===== config.mk =====
export PLATFORM = sky130hd
export DESIGN_NAME = imr_unit
export DESIGN_NICKNAME = d
export VERILOG_FILES = /design/src/logic/imr_mul_pipe.v /design/src/logic/imr_unit.v
export VERILOG_INCLUDE_DIRS = /design/src /design/src/logic
export SDC_FILE = /design/constraint.sdc
export NUM_CORES = 2
export LEC_CHECK = 0
export BUFFER_PORTS_ARGS = -buffer_cell sky130_fd_sc_hd__buf_2
export CAP_MARGIN = 20
export CORE_ASPECT_RATIO = 1.25
export CORE_MARGIN = 1
export CORE_UTILIZATION = 30
export DETAILED_ROUTE_END_ITERATION = 16
export PLACE_DENSITY_LB_ADDON = 0.05
export SYNTH_ARGS = -nofsm -noshare
export SYNTH_HDL_FRONTEND = slang
export SYNTH_SLANG_ARGS = --single-unit
export TNS_END_PERCENT = 20

===== constraint.sdc =====
create_clock -name clk -period 2.8 [get_ports clk]
set_clock_uncertainty 0.05 [all_clocks]
set_input_delay 0.28 -clock clk [delete_from_list [all_inputs] [get_ports clk]]
set_output_delay 0.28 -clock clk [all_outputs]
set_load 0.05 [all_outputs]

===== src/logic/imr_regs.vh =====
`ifndef IMR_REGS_VH
`define IMR_REGS_VH
// operation codes on op_code
`define IMR_OP_W 3
`define IMR_OP_NONE 3'h0
`define IMR_OP_PRODUCT_TO_GPR 3'h1
`define IMR_OP_SIGNED_PRODUCT 3'h2
`define IMR_OP_UNSIGNED_PRODUCT 3'h3
`define IMR_OP_WRITE_UPPER 3'h4
`define IMR_OP_WRITE_BOTTOM 3'h5
`define IMR_OP_READ_UPPER 3'h6
`define IMR_OP_READ_BOTTOM 3'h7
// result register reset values
`define IMR_UPPER_RST 32'h0000_0000
`define IMR_BOTTOM_RST 32'h0000_0000
// product bit fields
`define IMR_LOW_MSB 31
`define IMR_HIGH_LSB 32
// default multiplier latency in cycles
`define IMR_MUL_LAT 4
`endif


===== src/logic/imr_mul_pipe.v =====
`timescale 1ns/1ps
`default_nettype none
`include "imr_regs.vh"
// pipelined 33x33 signed multiplier, fixed latency
module imr_mul_pipe #(
  parameter LAT = `IMR_MUL_LAT
) (
  input wire clk,
  input wire rst_n,
  input wire in_valid,
  input wire sign_ext,
  input wire [31:0] op_a,
  input wire [31:0] op_b,
  output wire out_valid,
  output wire [63:0] product
);
  reg [LAT-1:0] vld_q;
  wire signed [32:0] a_ext;
  wire signed [32:0] b_ext;
  wire signed [65:0] full;
  // a 33-bit operand serves signed and unsigned forms alike
  assign a_ext = {sign_ext & op_a[31], op_a};
  assign b_ext = {sign_ext & op_b[31], op_b};
  assign full = a_ext * b_ext;
  // stage 0 latches the product, later stages just delay it
  always @(posedge clk or negedge rst_n) begin
    if (!rst_n) begin
      vld_q <= {LAT{1'b0}};
    end else begin
      vld_q <= {vld_q[LAT-2:0], in_valid};
    end
  end
  genvar gi;
  generate
    for (gi = 0; gi < LAT; gi = gi + 1) begin : g_stage
      reg [63:0] prod_q;
      if (gi == 0) begin : g_head
        always @(posedge clk or negedge rst_n) begin
          if (!rst_n) begin
            prod_q <= 64'h0000_0000_0000_0000;
          end else begin
            prod_q <= full[63:0];
          end
        end
      end else begin : g_tail
        // own register per stage, so no array has two writers
        always @(posedge clk or negedge rst_n) begin
          if (!rst_n) begin
            prod_q <= 64'h0000_0000_0000_0000;
          end else begin
            prod_q <= g_stage[gi-1].prod_q;
          end
        end
      end
    end
  endgenerate
  assign out_valid = vld_q[LAT-1];
  assign product = g_stage[LAT-1].prod_q;
endmodule // imr_mul_pipe
`default_nettype wire


===== src/logic/imr_unit.v =====
`timescale 1ns/1ps
`default_nettype none
`include "imr_regs.vh"
// Notes on behaviour
// - write_upper_op after a pending result may leave bottom undefined
// - write_upper_op copies source_a register fully into upper register
// - write_bottom_op copies source_a register fully into bottom register
// - write_bottom_op after a pending result may leave upper undefined
// - writes to the pair may immediately follow a read, no spacing
// - product_to_gpr_op signed 32x32, low 32 bits to dest register
// - product_to_gpr_op leaves upper and bottom registers undefined
// - no multiply ever raises an arithmetic exception
// - signed_product_op low word to bottom, high word to upper
// - unsigned_product_op zero-extends operands, splits as signed form
// - reads of a pending destination stall until the result is ready
// - overlapped multiply gives same visible result as sequential
module imr_unit #(
  parameter LAT = `IMR_MUL_LAT
) (
  input wire clk,
  input wire rst_n,
  input wire op_valid,
  input wire [`IMR_OP_W-1:0] op_code,
  input wire [31:0] source_a_data,
  input wire [31:0] source_b_data,
  input wire [4:0] dest_field,
  input wire [4:0] gpr_read_a,
  input wire [4:0] gpr_read_b,
  input wire gpr_read_en,
  output reg issue_stall,
  output reg [31:0] upper_result_reg,
  output reg [31:0] bottom_result_reg,
  output reg rd_valid,
  output reg [31:0] rd_data,
  output reg gpr_we,
  output reg [4:0] gpr_waddr,
  output reg [31:0] gpr_wdata,
  output reg arith_exc
);
  // pending-result tracker, one-hot: idle, pair due, register due
  localparam [2:0] ST_IDLE = 3'h1;
  localparam [2:0] ST_PAIR_WAIT = 3'h2;
  localparam [2:0] ST_DEST_WAIT = 3'h4;

  reg [2:0] state_q;
  reg [2:0] state_d;
  reg [4:0] pend_dest_q;
  reg [4:0] pend_dest_d;
  reg [31:0] upper_d;
  reg [31:0] bottom_d;
  reg rd_valid_d;
  reg [31:0] rd_data_d;
  reg gpr_we_d;
  reg [4:0] gpr_waddr_d;
  reg [31:0] gpr_wdata_d;
  wire mul_out_valid;
  wire [63:0] mul_product;
  wire is_mul_gpr;
  wire is_mul_pair;
  wire is_mul;
  wire is_wr_upper;
  wire is_wr_bottom;
  wire is_rd_upper;
  wire is_rd_bottom;
  wire is_rd;
  wire is_move;
  wire busy;
  wire pend_dest;
  wire gpr_hazard;
  wire stall;
  wire take;
  wire land_pair;
  wire land_dest;

  // op decode
  assign is_mul_gpr = op_code == `IMR_OP_PRODUCT_TO_GPR;
  assign is_mul_pair = op_code == `IMR_OP_SIGNED_PRODUCT ||
                       op_code == `IMR_OP_UNSIGNED_PRODUCT;
  assign is_mul = is_mul_gpr | is_mul_pair;
  assign is_wr_upper = op_code == `IMR_OP_WRITE_UPPER;
  assign is_wr_bottom = op_code == `IMR_OP_WRITE_BOTTOM;
  assign is_rd_upper = op_code == `IMR_OP_READ_UPPER;
  assign is_rd_bottom = op_code == `IMR_OP_READ_BOTTOM;
  assign is_rd = is_rd_upper | is_rd_bottom;
  assign is_move = is_wr_upper | is_wr_bottom;

  // tracker views used by the interlock
  assign busy = state_q != ST_IDLE;
  assign pend_dest = state_q == ST_DEST_WAIT;

  // dest register of a pending product read by a later op
  assign gpr_hazard = pend_dest && gpr_read_en &&
                      (gpr_read_a == pend_dest_q ||
                       gpr_read_b == pend_dest_q);

  // one multiplier in flight; pair reads and writes wait for it, so
  // the visible order always matches sequential execution
  assign stall = op_valid && (gpr_hazard ||
                 (busy && (is_mul || is_rd || is_move)));
  assign take = op_valid && !stall;

  // a landing product goes either to the pair or to the register file
  assign land_pair = mul_out_valid && state_q == ST_PAIR_WAIT;
  assign land_dest = mul_out_valid && pend_dest;

  imr_mul_pipe #(.LAT(LAT)) u_mul (
    .clk(clk),
    .rst_n(rst_n),
    .in_valid(take && is_mul),
    .sign_ext(op_code != `IMR_OP_UNSIGNED_PRODUCT),
    .op_a(source_a_data),
    .op_b(source_b_data),
    .out_valid(mul_out_valid),
    .product(mul_product)
  );

  // tracker next state; a product only starts from idle, because
  // every op but none stalls while one is in flight
  always @* begin
    state_d = state_q;
    pend_dest_d = pend_dest_q;
    case (state_q)
      ST_IDLE: begin
        if (take && is_mul) begin
          state_d = is_mul_gpr ? ST_DEST_WAIT : ST_PAIR_WAIT;
          pend_dest_d = dest_field;
        end
      end
      ST_PAIR_WAIT: begin
        if (mul_out_valid) begin
          state_d = ST_IDLE;
        end
      end
      ST_DEST_WAIT: begin
        if (mul_out_valid) begin
          state_d = ST_IDLE;
        end
      end
      default: begin
        // a broken one-hot code falls back to idle
        state_d = ST_IDLE;
      end
    endcase
  end

  // result pair next value: moves and a landing product never meet,
  // since moves stall while a product is pending
  always @* begin
    upper_d = upper_result_reg;
    bottom_d = bottom_result_reg;
    if (land_pair) begin
      bottom_d = mul_product[`IMR_LOW_MSB:0];
      upper_d = mul_product[63:`IMR_HIGH_LSB];
    end else if (take && is_wr_upper) begin
      // bottom kept; undefined is allowed, keeping it is simplest
      upper_d = source_a_data;
    end else if (take && is_wr_bottom) begin
      bottom_d = source_a_data;
    end
  end

  // reads answer next cycle, so a move may follow at once
  always @* begin
    rd_valid_d = take && is_rd;
    rd_data_d = rd_data;
    if (take && is_rd_upper) begin
      rd_data_d = upper_result_reg;
    end else if (take && is_rd_bottom) begin
      rd_data_d = bottom_result_reg;
    end
  end

  // register-file writeback of the low product word
  always @* begin
    gpr_we_d = land_dest;
    gpr_waddr_d = gpr_waddr;
    gpr_wdata_d = gpr_wdata;
    if (land_dest) begin
      gpr_waddr_d = pend_dest_q;
      gpr_wdata_d = mul_product[`IMR_LOW_MSB:0];
    end
  end

  // tracker registers; reset drops a product in flight
  always @(posedge clk or negedge rst_n) begin
    if (!rst_n) begin
      state_q <= ST_IDLE;
      pend_dest_q <= 5'h00;
    end else begin
      state_q <= state_d;
      pend_dest_q <= pend_dest_d;
    end
  end

  // result pair registers
  always @(posedge clk or negedge rst_n) begin
    if (!rst_n) begin
      upper_result_reg <= `IMR_UPPER_RST;
      bottom_result_reg <= `IMR_BOTTOM_RST;
    end else begin
      upper_result_reg <= upper_d;
      bottom_result_reg <= bottom_d;
    end
  end

  // output registers: every port leaves straight from a flip-flop
  always @(posedge clk or negedge rst_n) begin
    if (!rst_n) begin
      rd_valid <= 1'b0;
      rd_data <= 32'h0000_0000;
      gpr_we <= 1'b0;
      gpr_waddr <= 5'h00;
      gpr_wdata <= 32'h0000_0000;
      issue_stall <= 1'b0;
      arith_exc <= 1'b0;
    end else begin
      rd_valid <= rd_valid_d;
      rd_data <= rd_data_d;
      gpr_we <= gpr_we_d;
      gpr_waddr <= gpr_waddr_d;
      gpr_wdata <= gpr_wdata_d;
      // one cycle late, for information only
      issue_stall <= stall;
      arith_exc <= 1'b0; // overflow never flagged
    end
  end
endmodule // imr_unit
`default_nettype wire


Word level (Yosys, flattened, before mapping)
Index checks and enable logic that the tools add are counted.
{"block": "word_totals", "ff_bits": 404, "latchBits": 0, "ram_bits": 0, "rom_bits": 0, "out_inout_bits": 137, "elab_cells": 75, "n_memories": 0}
{"block": "op_classes", "addsub": 0, "mul": 1, "div_mod_pow": 0, "n_lt_le_gt_ge": 0, "eq_ne": 17, "shift": 0, "mux": 11, "n_bitwise": 5, "n_reduce_logical": 26}
{"cell": "32-bit two-way mux", "n": 7}
{"cell": "33-bit by 33-bit multiplier with 64-bit output", "n": 1}
{"cell": "3-bit equality test (second input constant)", "n": 5}
{"cell": "1-bit logical AND", "n": 13}
{"cell": "5-bit equality test", "n": 2}
{"cell": "3-bit by 2-bit equality test with 1-bit output (second input constant)", "n": 3}
{"cell": "3-bit two-way mux", "n": 3}
{"cell": "3-bit by 1-bit equality test with 1-bit output (second input constant)", "n": 2}
{"cell": "3-bit one-hot mux with 2 select lines", "n": 1}
{"cell": "2-bit AND reduction", "n": 3}
{"cell": "2-bit nonzero test", "n": 3}
{"cell": "1-bit logical OR", "n": 5}
{"cell": "2-bit by 1-bit != test with 1-bit output (second input constant)", "n": 2}
{"cell": "3-bit by 1-bit != test with 1-bit output (second input constant)", "n": 1}
{"cell": "3-bit by 2-bit != test with 1-bit output (second input constant)", "n": 1}
{"cell": "1-bit OR", "n": 3}
{"cell": "1-bit bitwise AND", "n": 2}
{"cell": "2-bit != test (second input constant)", "n": 1}
{"cell": "2-bit OR reduction", "n": 1}
{"cell": "1-bit logical NOT", "n": 1}

Depth between registers and ports, before layout
{"block": "depth", "ltp_word": 14, "mapped_depth": 32}

By module
A second synthesis with hierarchy kept.
{"block": "hier_totals", "hier_cells": 5077, "hier_area_um2": 50901.3}
{"module": "imr_mul_pipe", "n_inst": 1, "cells_per_inst": 4453, "area_per_inst_um2": 44525.2}
{"module": "imr_unit", "n_inst": 1, "cells_per_inst": 624, "area_per_inst_um2": 6376.1}

Least setup slack after synthesis
OpenSTA, ideal clock, no wires.
{"block": "synth_path", "path_type": "input to register", "start": "input op_code[0]", "end": "register u_mul.g_stage[0].prod_q[62]", "arrival_ns": 8.439, "required_ns": 2.683, "setup_slack_ns": -5.756, "stages": 30, "path_cell_list": "clkbuf_1 -> nand3b_1 -> clkbuf_1 -> and2_0 -> clkbuf_1 -> nand2_1 -> inv_1 -> fa_1 -> fa_1 -> fa_1 -> inv_1 -> fa_1 -> inv_1 -> fa_1 -> fa_1 -> inv_1 -> fa_1 -> fa_1 -> inv_1 -> ha_1 -> buf_6 -> a21o_1 -> a21o_1 -> a2111oi_4 -> o31ai_1 -> o31a_1 -> a211o_1 -> a21o_1 -> a2111oi_2 -> a311o_1"}
{"block": "synth_between", "elab_chain_cells": 3, "word_cells_on_any_way": 4, "cone_classes": "mul: 1; eq/ne: 1; bitwise: 2"}
{"element": "start, declared", "line": "imr_unit.v:23", "text": "input wire [`IMR_OP_W-1:0] op_code,"}
{"element": "3-bit by 2-bit != test with 1-bit output (no source line) (*)"}
{"element": "1-bit bitwise AND (on tied branches)", "line": "imr_mul_pipe.v:22, imr_mul_pipe.v:23"}
{"element": "33-bit by 33-bit multiplier with 64-bit output (*)", "line": "imr_mul_pipe.v:24", "text": "assign full = a_ext * b_ext;"}
{"element": "via u_mul.full[62]", "line": "imr_mul_pipe.v:20", "text": "wire signed [65:0] full;"}
{"element": "end signal, assigned", "line": "imr_mul_pipe.v:42", "text": "prod_q <= full[63:0];"}
{"element": "end, declared", "line": "imr_mul_pipe.v:36", "text": "reg [63:0] prod_q;"}
The timed path passes the listed nets; every way through them passes the cells marked *.
A chain may end at the register's enable or synchronous reset.

Worst setup path after layout
{"block": "layout_path", "start": "input op_code[2]", "end": "register u_mul.g_stage[0].prod_q[60]"}
Same word-level chain as after synthesis.

==> results.sh <==
export IMPL_run_status="complete, but fails checks"
export IMPL_violations="setup timing"
export IMPL_vias=35300
export IMPL_synthFlopType="dfrtp_1"
export IMPL_cts_tree="yes"
export IMPL_ctsLongestPathBuffers=3
export IMPL_core_area_sq_um=166000
export IMPL_h_tree_depth=2
export IMPL_cts_buffers=42
export IMPL_clk_pin_slew_ns=0.06
export IMPL_drv_cap=0
export IMPL_hpwlAfterDp_mm=150
export IMPL_die_height_microns=461
export IMPL_relSlewSlack_pct=40.2
export IMPL_fin_ws_ns=-4.74
export IMPL_largest_reg_flops=192
export IMPL_dieArea_sq_um=170000
export IMPL_syn_num_nets=6450
export IMPL_synth_area_sq_um=50500
export IMPL_rows=167
export IMPL_critical_path_class="in2reg"
export IMPL_setup_viol=59
export IMPL_clockRootBuffer="clkbuf_16"
export IMPL_cp_start_kind="input port"
export IMPL_dr_pass1_iters=5
export IMPL_grt_pass1_wl_mm=260
export IMPL_finish_utilization_pct=37.3
export IMPL_path_max_fanout=6
export IMPL_synth_cell_types=64
export IMPL_place_gp_congestion=0.829
export IMPL_die_x_microns=369
export IMPL_cp_data_arrival_time_ns=7.91
export IMPL_min_period_over_period_pct=269
export IMPL_grt_pass1_vias=39600
export IMPL_drt_iter0_drc=1650
export IMPL_clock_latency_ns=0.54
export IMPL_grt_max_degree=71
export IMPL_fin_crit_ns=7.54
export IMPL_yosysWarnings=0
export IMPL_fin_nets=7070
export IMPL_yosysSeqAreaShare_pct=20.0
export IMPL_maxSlewViolCount=0
export IMPL_hold_viol_final=0
export IMPL_ys_ff_latch=404
export IMPL_hp_class="in2reg"
export IMPL_io_pins=223
export IMPL_portBuffers=221
export IMPL_cp_required_ns=3.17
export IMPL_avgSynthCellArea_sq_um=10.0
export IMPL_routedWlPerCell_microns=21.9
export IMPL_drive_above_1_share_pct=20.7
export IMPL_start_util_pct=30.3
export IMPL_ant_nets=0
export IMPL_grtUsageTotal_pct=20.8
export IMPL_antenna_found_initial=12
export IMPL_worst_slew_pin_slew_ns=0.896
export IMPL_drc=0
export IMPL_wl_mm=173
export IMPL_netlist_instances=5027
export IMPL_timing_fmax_mhz=133
export IMPL_via_per_inst=4.49
export IMPL_regMostFlops="u_mul.g_stage.prod_q"
export IMPL_rsz0062_at_grt="yes"
export IMPL_grt_overflow_total=0
export IMPL_async_flop_share_pct=100
export IMPL_synth_edf_count=0
export IMPL_clock_sinks=404
export IMPL_endpoint_kind="flop"
export IMPL_area_delta_synth_final_pct=22.9
cell usage after synthesis (26+ instances only):
library cell,number,share of area [%]
and2_1,307,3.8
dfrtp_1,403,20
nand2_1,941,7.0
nor2_1,61,0.45
ha_1,212,5.3
mux2_2,42,0.94
fa_1,1125,45
xor2_1,30,0.52
a22oi_1,64,0.95
a21oi_1,62,0.61
mux2i_1,33,0.65
o21ai_0,68,0.67
xnor2_1,53,0.92
and3_1,26,0.32
inv_1,1128,8.4
clkbuf_1,278,2.1
logic make-up after synthesis:
group / Yosys count / share of synthesized area, %
simple gates: 1418 / 12.6
fa+ha+maj: 1337 / 49.9
compound gates: 297 / 3.93
mux: 75 / 1.59
other cells: 1 / 0.00743
buf+inv: 1412 / 10.5
xor+xnor: 83 / 1.44
flops: 404 / 20.0
area by class of cell:
type | instances | area (sq um)
multi-input combinational | 3211 | 36200
timing repair buffer | 860 | 7390
clock buffer | 59 | 1230
antenna | 3 | 7.51
inverter | 1128 | 4240
fill | 17200 | 104000
tap | 2197 | 2750
sequential | 404 | 10100
clock inverter | 11 | 86.3
stage by stage:
step	cells	TNS [ns]	setup WS (ns)	cell area, sq um	hold WS, ns
floorplan	5027	-216.80	-5.27	50600	-0.0656
global placement	7773	-262.88	-5.43	59000	0.254
detailed placement	7773	-262.78	-5.44	59000	0.251
CTS	7868	-212.03	-4.79	61500	0.107
global route	7870	-219.42	-4.95	62000	0.113
finish	7873	-207.31	-4.74	62000	0.131
timing repair:
| action | in CTS | in global routing |
|---|---|---|
| setup buffers | 19 | 6 |
| pin swaps | 101 | 71 |
| setup endpoints to repair | 60 | 59 |
| resized for setup | 229 | 89 |
| hold buffers | 7 | 0 |
| endpoints found under the hold margin | 67 | 0 |
path summary, 6_finish.rpt:
path / start / to / slack, ns / cells past startpoint
setup / recovery: op_code[2] / u_mul.g_stage[0].prod_q[60] / -4.74 / 28
hold / removal: source_a_data[0] / u_mul.g_stage[0].prod_q[0] / 0.13 / 3
setup reg to reg: state_q[0] / upper_result_reg[23] / 0.48 / 6
hold reg to reg: u_mul.g_stage[2].prod_q[34] / u_mul.product[34] / 0.28 / 0
max in group asynchronous: rst_n / upper_result_reg[18] / 1.66 / 3
min in group asynchronous: rst_n / pend_dest_q[4] / 0.25 / 2
metal layers:
layer | global-route usage, % | vias to the layer above | part of all wire, %
li1 | - | 15800 | -
met1 | 26.4 | 18800 | 42
met2 | 38.9 | 535 | 54
met3 | 1.09 | 148 | 2.3
met4 | 3.79 | 2 | 2.0
met5 | 0 | - | 0.0075
layout by cell type (no fill, tap or decap), drive strengths merged, types with 26 or more instances in the layout:
| master | synthesis | layout |
|---|---|---|
| a21oi | 62 | 62 |
| a22oi | 64 | 64 |
| and2 | 309 | 309 |
| and3 | 26 | 26 |
| buf | 6 | 852 |
| clkbuf | 278 | 60 |
| dfrtp | 403 | 403 |
| fa | 1125 | 1125 |
| ha | 212 | 212 |
| inv | 1128 | 1126 |
| mux2 | 42 | 42 |
| mux2i | 33 | 33 |
| nand2 | 941 | 941 |
| nor2 | 61 | 61 |
| o21ai | 68 | 68 |
| xnor2 | 53 | 53 |
| xor2 | 30 | 30 |
worst max-delay path: stages:
cell and delay [ns]:
buf_8 0.10, nand3b_1 0.20, buf_12 0.18, buf_12 0.13, and3_4 0.19, fa_2 0.59
fa_1 0.46, fa_1 0.57, clkinvlp_4 0.20, buf_4 0.19, fa_1 0.49, inv_1 0.05
fa_1 0.45, fa_1 0.51, inv_2 0.05, fa_2 0.44, fa_1 0.49, inv_1 0.04
ha_2 0.16, a21o_1 0.18, a21o_1 0.20, a2111oi_4 0.36, o31ai_2 0.11, o31a_1 0.29
a211o_1 0.31, a21o_1 0.24, buf_6 0.15, a311o_1 0.30
Power is not shown: default switching activity piles up to over one toggle a cycle in this logic, so the estimate is an artifact.
